[src/pdsp_cfg.svh]
// Purpose: named constants of the position deviation and status parameter set
// Assumes: parameter addresses are the fieldbus register addresses
// Notes: included by the package and by the top module
`ifndef PDSP_CFG_SVH
`define PDSP_CFG_SVH

// parameter addresses
`define PDSP_A_RESCALE_STATE 16'h042A
`define PDSP_A_RESCALE_ERROR 16'h042C
`define PDSP_A_CMP_FLAGS 16'h0B02
`define PDSP_A_SETP_INT 16'h1E12
`define PDSP_A_SETP_USR 16'h1E18
`define PDSP_A_TOTAL_DEV_USR 16'h1E28
`define PDSP_A_PEAK_USR 16'h1E2A
`define PDSP_A_LOAD_DEV_USR 16'h1E2C
`define PDSP_A_PEAK_REV 16'h1E36

// rescale state codes
`define PDSP_ST_ACTIVE 3'h0
`define PDSP_ST_DONE_OK 3'h2
`define PDSP_ST_ERROR 3'h3
`define PDSP_ST_INIT_OK 3'h4

// rescale error info field positions
`define PDSP_ERR_ADDR_LSB 0
`define PDSP_ERR_ADDR_MSB 15
`define PDSP_ERR_SET_LSB 16
`define PDSP_ERR_SET_MSB 31

// values and limits
`define PDSP_ZERO32 32'h0000_0000
`define PDSP_USR_MAX 32'h7FFF_FFFF
`define PDSP_USR_MIN 32'h8000_0000
`define PDSP_SIGN_BIT 31

`endif

[src/pdsp_pkg.sv]
// Purpose: types shared by the position deviation and status parameter set
// Assumes: constants come from the cfg header
// Notes: access request and rescale report travel as packed structs
`include "pdsp_cfg.svh"

package pdsp_pkg;

    // rescale state, codes as reported to the master
    typedef enum logic [2:0] {
        PDSP_RS_ACTIVE = `PDSP_ST_ACTIVE,
        PDSP_RS_DONE = `PDSP_ST_DONE_OK,
        PDSP_RS_ERROR = `PDSP_ST_ERROR,
        PDSP_RS_INIT = `PDSP_ST_INIT_OK
    } pdsp_rs_state_t;

    // one parameter access from the fieldbus side
    typedef struct packed {
        logic rd;
        logic wr;
        logic [15:0] addr;
        logic [31:0] data;
    } pdsp_req_t;

    // rescale events from the recalculation engine
    typedef struct packed {
        logic start;
        logic done;
        logic fail;
        logic init_ok;
        logic [15:0] err_param;
        logic [15:0] err_set;
    } pdsp_rescale_t;

endpackage : pdsp_pkg

[src/pdsp_top.sv]
// Purpose: position deviation, peak tracking, rescale status and compare flags
// Assumes: all inputs synchronous to clk; one access per cycle from the fieldbus stack
// Notes: read data appears one cycle after the request; writes only clear peaks
`timescale 1ns/100ps
`include "pdsp_cfg.svh"

module pdsp_top import pdsp_pkg::*; #(
    parameter int DATA_W = 32,
    parameter int ADDR_W = 16,
    parameter int CHAN_N = 4
) (
    input wire logic clk,
    input wire logic rst_n,
    input wire pdsp_req_t req,
    input wire logic [DATA_W-1:0] ref_pos_usr,
    input wire logic [DATA_W-1:0] ref_pos_int,
    input wire logic [DATA_W-1:0] load_pos_usr,
    input wire logic [DATA_W-1:0] dyn_dev_usr,
    input wire logic [DATA_W-1:0] load_dev_rev,
    input wire pdsp_rescale_t rescale,
    input wire logic [CHAN_N-1:0] cmp_met,
    output logic [DATA_W-1:0] rd_data_q,
    output logic rd_valid_q,
    output logic acc_err_q,
    output logic [DATA_W-1:0] follow_dev_q
);

    // ----------------------------------------------------------------
    // elaboration checks
    // ----------------------------------------------------------------
    if (DATA_W != 32 || ADDR_W != 16 || CHAN_N < 1 || CHAN_N > 16) begin : g_chk
        $error("pdsp_top: unsupported parameter values");
    end

    // ----------------------------------------------------------------
    // state
    // ----------------------------------------------------------------
    logic [DATA_W-1:0] ref_usr_q;
    logic [DATA_W-1:0] ref_int_q;
    logic [DATA_W-1:0] load_dev_d;
    logic [DATA_W-1:0] load_dev_q;
    logic [DATA_W-1:0] total_dev_q;
    logic [DATA_W-1:0] abs_usr;
    logic [DATA_W-1:0] abs_rev;
    logic [DATA_W-1:0] peak_usr_q;
    logic [DATA_W-1:0] peak_rev_q;
    logic [DATA_W-1:0] peak_usr_base;
    logic [DATA_W-1:0] peak_rev_base;
    logic [DATA_W-1:0] err_info_q;
    logic [CHAN_N-1:0] flags_q;
    logic clr_usr;
    logic clr_rev;
    logic hit;
    logic ro_hit;
    pdsp_rs_state_t rs_q;
    logic [DATA_W-1:0] rd_mux;

    // ----------------------------------------------------------------
    // deviations
    // ----------------------------------------------------------------
    // signed difference wraps in two's complement like the controller
    assign load_dev_d = ref_pos_usr - load_pos_usr;

    // reference and deviation samples
    always_ff @(posedge clk or negedge rst_n) begin
        if (!rst_n) begin
            ref_usr_q <= `PDSP_ZERO32;
            ref_int_q <= `PDSP_ZERO32;
            load_dev_q <= `PDSP_ZERO32;
            total_dev_q <= `PDSP_ZERO32;
        end else begin
            ref_usr_q <= ref_pos_usr;
            ref_int_q <= ref_pos_int;
            load_dev_q <= load_dev_d;
            total_dev_q <= load_dev_d + dyn_dev_usr;
        end
    end

    // following error monitor gets the load deviation only
    always_ff @(posedge clk or negedge rst_n) begin
        if (!rst_n) begin
            follow_dev_q <= `PDSP_ZERO32;
        end else begin
            follow_dev_q <= load_dev_d;
        end
    end

    // ----------------------------------------------------------------
    // peak tracking
    // ----------------------------------------------------------------
    // magnitude in user units, most negative value saturates
    always_comb begin
        if (!load_dev_q[`PDSP_SIGN_BIT]) begin
            abs_usr = load_dev_q;
        end else if (load_dev_q == `PDSP_USR_MIN) begin
            abs_usr = `PDSP_USR_MAX;
        end else begin
            abs_usr = `PDSP_ZERO32 - load_dev_q;
        end
    end

    // revolution magnitude is unsigned, so -2^31 is exact
    assign abs_rev = load_dev_rev[`PDSP_SIGN_BIT] ? (`PDSP_ZERO32 - load_dev_rev) : load_dev_rev;

    // a write clears; the sample of the same cycle still counts
    assign clr_usr = req.wr && (req.addr == `PDSP_A_PEAK_USR);
    assign clr_rev = req.wr && (req.addr == `PDSP_A_PEAK_REV);
    assign peak_usr_base = clr_usr ? `PDSP_ZERO32 : peak_usr_q;
    assign peak_rev_base = clr_rev ? `PDSP_ZERO32 : peak_rev_q;

    // user-unit peak
    always_ff @(posedge clk or negedge rst_n) begin
        if (!rst_n) begin
            peak_usr_q <= `PDSP_ZERO32;
        end else if (abs_usr > peak_usr_base) begin
            peak_usr_q <= abs_usr;
        end else begin
            peak_usr_q <= peak_usr_base;
        end
    end

    // revolution peak
    always_ff @(posedge clk or negedge rst_n) begin
        if (!rst_n) begin
            peak_rev_q <= `PDSP_ZERO32;
        end else if (abs_rev > peak_rev_base) begin
            peak_rev_q <= abs_rev;
        end else begin
            peak_rev_q <= peak_rev_base;
        end
    end

    // ----------------------------------------------------------------
    // rescale status
    // ----------------------------------------------------------------
    // error beats done beats start beats init when they coincide
    always_ff @(posedge clk or negedge rst_n) begin
        if (!rst_n) begin
            rs_q <= PDSP_RS_ACTIVE;
        end else begin
            case (1'b1)
                rescale.fail: rs_q <= PDSP_RS_ERROR;
                rescale.done: rs_q <= PDSP_RS_DONE;
                rescale.start: rs_q <= PDSP_RS_ACTIVE;
                rescale.init_ok: rs_q <= PDSP_RS_INIT;
                default: rs_q <= rs_q;
            endcase
        end
    end

    // error details latch with the error state, kept until the next error
    always_ff @(posedge clk or negedge rst_n) begin
        if (!rst_n) begin
            err_info_q <= `PDSP_ZERO32;
        end else if (rescale.fail) begin
            err_info_q[`PDSP_ERR_ADDR_MSB:`PDSP_ERR_ADDR_LSB] <= rescale.err_param;
            err_info_q[`PDSP_ERR_SET_MSB:`PDSP_ERR_SET_LSB] <= rescale.err_set;
        end
    end

    // ----------------------------------------------------------------
    // compare channel flags
    // ----------------------------------------------------------------
    for (genvar i = 0; i < CHAN_N; i++) begin : g_flag
        // bit i follows channel i+1
        always_ff @(posedge clk or negedge rst_n) begin
            if (!rst_n) begin
                flags_q[i] <= 1'b0;
            end else begin
                flags_q[i] <= cmp_met[i];
            end
        end
    end

    // ----------------------------------------------------------------
    // parameter access
    // ----------------------------------------------------------------
    // read decode, narrow values zero-extended
    always_comb begin
        rd_mux = `PDSP_ZERO32;
        hit = 1'b1;
        ro_hit = 1'b1;
        case (req.addr)
            `PDSP_A_RESCALE_STATE: rd_mux = {29'h0000_0000, rs_q};
            `PDSP_A_RESCALE_ERROR: rd_mux = err_info_q;
            `PDSP_A_CMP_FLAGS: rd_mux[CHAN_N-1:0] = flags_q;
            `PDSP_A_SETP_INT: rd_mux = ref_int_q;
            `PDSP_A_SETP_USR: rd_mux = ref_usr_q;
            `PDSP_A_TOTAL_DEV_USR: rd_mux = total_dev_q;
            `PDSP_A_LOAD_DEV_USR: rd_mux = load_dev_q;
            `PDSP_A_PEAK_USR: begin
                rd_mux = peak_usr_q;
                ro_hit = 1'b0;
            end
            `PDSP_A_PEAK_REV: begin
                rd_mux = peak_rev_q;
                ro_hit = 1'b0;
            end
            default: begin
                hit = 1'b0;
                ro_hit = 1'b0;
            end
        endcase
    end

    // read answer one cycle after the request
    always_ff @(posedge clk or negedge rst_n) begin
        if (!rst_n) begin
            rd_data_q <= `PDSP_ZERO32;
            rd_valid_q <= 1'b0;
        end else begin
            rd_valid_q <= req.rd;
            rd_data_q <= req.rd ? rd_mux : `PDSP_ZERO32;
        end
    end

    // unmapped access or write to a read-only parameter
    always_ff @(posedge clk or negedge rst_n) begin
        if (!rst_n) begin
            acc_err_q <= 1'b0;
        end else begin
            acc_err_q <= ((req.rd || req.wr) && !hit) || (req.wr && ro_hit);
        end
    end
endmodule : pdsp_top

[config.mk]
export PLATFORM = sky130hd
export DESIGN_NAME = pdsp_top
export DESIGN_NICKNAME = d
export VERILOG_FILES = /design/src/pdsp_pkg.sv /design/src/pdsp_top.sv
export VERILOG_INCLUDE_DIRS = /design/src /design/src/src
export SDC_FILE = /design/constraint.sdc
export NUM_CORES = 1
export LEC_CHECK = 0
export ABC_AREA = 1
export BUFFER_PORTS_ARGS = -buffer_cell sky130_fd_sc_hd__buf_2
export CAP_MARGIN = 30
export CORE_MARGIN = 1
export CORE_UTILIZATION = 55
export CTS_CLUSTER_DIAMETER = 60
export CTS_CLUSTER_SIZE = 12
export DETAILED_ROUTE_END_ITERATION = 10
export HOLD_SLACK_MARGIN = 0.15
export PLACE_DENSITY = 0.76
export SLEW_MARGIN = 20
export SYNTH_ARGS = -nofsm -noshare
export SYNTH_HDL_FRONTEND = slang
export SYNTH_SLANG_ARGS = --single-unit
[constraint.sdc]
create_clock -name clk -period 4.85 [get_ports clk]
set_input_delay 0.97 -clock clk [delete_from_list [all_inputs] [get_ports clk]]
set_output_delay 0.97 -clock clk [all_outputs]
set_load 0.01 [all_outputs]
==> flow_results.org <==
** Run status
- Result of the run :: finished clean

** Final layout
- The final layout contains ~3100 nets.
- P&R area growth vs syn :: 16.2%
- Share of cells above drive strength 1 :: 0.149
- Final cell utilization of the core :: 0.650
- The count of cells in the finished layout, fillers not included, comes to 3124.
- The finished cells cover between 20000 and 25000 sq um.

** Synth
- Top area cells in the synthesized netlist :: sky130_fd_sc_hd__dfrtp_1 38%, sky130_fd_sc_hd__nand2_1 15%, sky130_fd_sc_hd__ha_1 9.1%, sky130_fd_sc_hd__nand3_1 5.6%, sky130_fd_sc_hd__inv_1 5.6%
- Averaged over all synthesized cells, the footprint is slightly above 7 sq um.
- Number of enable flip-flop cells after synthesis :: 0
- Warning count from the yosys run :: 0
- Synthesis inferred about 270 register bits.
- The most used flip-flop cell after synthesis is sky130_fd_sc_hd__dfrtp_1.
- Syn Nets :: approximately 2800
- Summed over all instances, the cell type with the most area after synthesis is sky130_fd_sc_hd__dfrtp_1.
- Count of mapped cells out of synthesis :: between 2000 and 2500
- Of the synthesized area, sequential elements account for 0.375.
- Counting flops with an async set or reset pin after synthesis yields a share of 1.00.
- Of the post-synthesis cell area, the dominant cell type holds 0.375.
- Number of unique standard cell types used by synthesis :: 46
- Netlist Area Pre-Place :: between 15000 and 20000 sq um

** Critical path
- Following the worst setup path forward leads to its endpoint at total_dev_q[29].
- Setup slack on the worst flop-to-flop path :: between 800 and 900 ps
- The worst setup path is captured at a flip-flop.
- Maximum cell stage delay along the critical path :: just over 400 ps
- Crit-path cells :: buf_2 -> inv_1 -> ha_1 -> fa_1 -> o21ai_1 -> a21boi_0 -> o21bai_1 -> buf_4 -> nand2_1 -> nand2_1 -> xor2_1 -> ha_1 -> a21oi_1 -> o21ai_0 -> a21oi_1 -> o21ai_0 -> nor2_1 -> nand2_1 -> nand2_1 -> nand2_1
- The critical path in this run is classified as in -> reg.
- In this run the worst path has a maximum fanout of 4.
- Critical path arrival :: roughly 4500 ps
- The critical path starts at ref_pos_usr[0].
- Among all stages on the critical path, the largest delay is contributed by sky130_fd_sc_hd__fa_1.
- Reg-to-reg critical path startpoint :: follow_dev_q[1]
- STA classifies the critical path startpoint as a primary input.
- For the worst flop-to-flop path, the logic depth is 21.
- The cell that appears most often on the critical path is sky130_fd_sc_hd__nand2_1.
- Worst reg2reg path endpoint :: peak_usr_q[24]
- Worst Path Required :: around 5300 ps

** Global route
- Global-route usage over all layers :: 0.382
- Grt met2 use :: 0.599
- Met3 Usage GRT :: 0.0558
- The number of antenna violations at the first check in global routing is 2.
- The total overflow left after global routing is 0.
- Global routing usage on met1 :: 0.542
- met2 is the most crowded layer.
- Vias in the first global route :: 17100
- The first global-routing pass estimated ~97 mm of wire.
- Maximum number of pins on one net before global-route repair :: approximately 110

** Job
- Number of max-capacitance violations reported :: 0

** Timing
- The smallest clock period supported by the final layout is computed as between 4000 and 5000 ps.
- Worst slack on hold paths :: around 470 ps
- In the post-route analysis, the smallest setup slack over all paths is 786 ps.
- Highest clock rate :: 246 MHz
- Worst-Margin Slew :: approximately 910 ps
- The hold violation total from the final report came to 0.
- Setup repair after global routing left no endpoint under its margin.
- In this run the tightest slew margin relative to its limit is 0.392.
- Portion of the clock cycle consumed by the worst path in the final layout :: 0.838
- For the final database, setup skew stands at 28.9 ps.
- Final max-slew violation count :: 0
- # setup viols final :: 0
- Adding up every negative setup slack in the final design gives 0 ps.

** Detailed routing
- Antenna viol nets, final :: 0
- For this run, the detailed router's first-pass iteration total came to 6.
- Drt initial violations :: between 1500 and 2000
- Detail-routed via count per cell :: between 5 and 6
- The routed layout has ~18000 vias.
- Residual DRC count :: 0
- In the final routed layout, each cell accounts on average for 20.2 um.
- Wire length after detailed routing :: about 63 mm

** Clocking
- Number of buffers created by CTS :: 29
- The number of gates resized after CTS was 0.
- Post-CTS Hold Fix Bufs :: 0
- Clock tree from TritonCTS :: done
- Post-CTS timing repair inserted 0 buffers for setup.
- For this design, the sink count on the clock tree is between 200 and 300.
- Clock slew at the register clock pins of the worst setup and hold paths :: approximately 60 ps
- Clock Tree Root :: sky130_fd_sc_hd__clkbuf_16
- Htree depth :: 1
- The clock passes through at most 3 buffers.
- At the later pin of the worst-skew pair, clock insertion delay measures approximately 570 ps.

** Power and ir drop
- Power Total :: between 8 and 9 mW
- Dividing total power by cell area gives a power density of between 400 and 500 nW/um^2.
- VDD IR max :: around 340 uV
- Leak :: 10.8 nW

** Place
- Count of input and output buffers :: between 200 and 300
- In this run the cell area measured after placement is 19600 sq um.
- Worst setup timing slack at the placement stage :: roughly 310 ps
- After legalization and detailed placement, the total HPWL measured 50.1 mm.
- At the end of routability-driven placement, the weighted congestion stood at 1.01.
- Cell total after placement :: slightly above 3000

** Die
- Chip width :: between 150 and 200 um
- The initialized floorplan defines between 60 and 70 standard-cell rows.
- Measured along the y axis, the die boundary spans 181 um.
- Effective utilization at floorplan :: 0.560
- The die covers about 33000 sq um.
- ~320 I/O pins were placed.
- After floorplanning, the core was sized to cover ~32000 sq um.

** Min path
- Worst min-delay path class :: in -> async
-- cells in the final DEF (no fill, tap or decap), drive strengths merged, types with 2 or more instances in the layout --
cell type	netlist	layout
nand3	197	197
inv	265	267
o21ai	167	167
xnor2	14	14
a21oi	158	158
a31oi	5	5
nand3b	2	2
a21boi	4	4
clkinv	0	2
nor2	204	204
xor2	63	63
a21o	4	4
o2111ai	3	3
bufinv	0	3
or2	7	7
o21a	8	8
nand2	686	686
nand4	96	96
and3	13	13
fa	2	2
o211ai	7	7
nor3	31	31
clkbuf	40	37
buf	37	324
ha	128	128
o21bai	10	10
a31o	2	2
nor4	5	5
dfrtp	265	265
-- how the worst min path moves through the flow --
stage                          startpoint  cells after the start             end
after floorplan                   rs_q[2]                      1         rs_q[2]
after global placement            rs_q[2]                      1         rs_q[2]
after detailed placement          rs_q[2]                      1         rs_q[2]
after CTS                  ref_pos_int[2]                      1    ref_int_q[2]
after global routing      ref_pos_int[17]                      1   ref_int_q[17]
final                               rst_n                      1  peak_usr_q[14]
-- layer usage --
metal / vias to the layer above / wire length, um / share of wire
li1: 8558 / - / -
met1: 8613 / 27600 / 0.44
met2: 930 / 28200 / 0.45
met3: 118 / 5250 / 0.083
met4: 2 / 2170 / 0.034
met5: - / 13 / 0.00021
-- worst max-delay path: cells and delay by family --
| family | cells | cell delay, ps |
|---|---|---|
| buffers and inverters | 3 | 290 |
| AOI/OAI and AO/OA | 7 | 1470 |
| xor gates and xnor gates | 1 | 250 |
| and+or+nand+nor | 6 | 570 |
| adders and majority gates | 3 | 960 |
-- flip-flops by register name, indices dropped and copies added (netlist names), 3 cells and up --
| signal | count |
|---|---|
| ref_usr_q | 32 |
| follow_dev_q | 32 |
| rd_data_q | 32 |
| total_dev_q | 32 |
| peak_usr_q | 32 |
| flags_q | 4 |
| rs_q | 3 |
| err_info_q | 32 |
| ref_int_q | 32 |
| peak_rev_q | 32 |
-- cell families after synthesis --
group,after synthesis,share of synthesized area
flip-flops,265,0.375
AO/OA/AOI/OAI,371,0.116
XOR/XNOR,77,0.0382
buffers and inverters,342,0.0759
AND/OR/NAND/NOR,1243,0.301
adder cells (fa/ha/maj),130,0.0929
multiplexers,1,0.000637
-- layout make-up --
type	count	area, sq um
repair buffers	324	1760
clock inverters	8	131
fillers	2852	11000
well taps	402	503
inverters	265	995
clock buffers	37	796
flip-flops and latches	265	6630
multi-input cells	1822	9700
diodes	1	2.50
-- power by group --
group	leakage (nW)	total, mW	internal, mW	switching (mW)
logic	7.13	3.46	1.20	2.25
registers	3.22	3.07	2.72	0.351
clock network	0.452	2.22	1.30	0.919
-- cells in the mapped netlist (4+ instances only) --
master	n
sky130_fd_sc_hd__xor2_1	63
sky130_fd_sc_hd__o21bai_1	10
sky130_fd_sc_hd__nor2_1	203
sky130_fd_sc_hd__o21a_1	8
sky130_fd_sc_hd__nand3_1	197
sky130_fd_sc_hd__nand4_1	96
sky130_fd_sc_hd__or2_2	6
sky130_fd_sc_hd__a21boi_0	4
sky130_fd_sc_hd__o21ai_1	6
sky130_fd_sc_hd__a21oi_2	20
sky130_fd_sc_hd__buf_1	5
sky130_fd_sc_hd__buf_2	28
sky130_fd_sc_hd__inv_1	262
sky130_fd_sc_hd__xnor2_1	14
sky130_fd_sc_hd__a21o_1	4
sky130_fd_sc_hd__a21oi_1	138
sky130_fd_sc_hd__o211ai_1	7
sky130_fd_sc_hd__ha_1	128
sky130_fd_sc_hd__clkbuf_1	40
sky130_fd_sc_hd__nor3_1	28
sky130_fd_sc_hd__a31oi_1	5
sky130_fd_sc_hd__and3_1	13
sky130_fd_sc_hd__dfrtp_1	265
sky130_fd_sc_hd__nand2_1	684
sky130_fd_sc_hd__o21ai_0	160
Power figures use the tool's default switching activity.
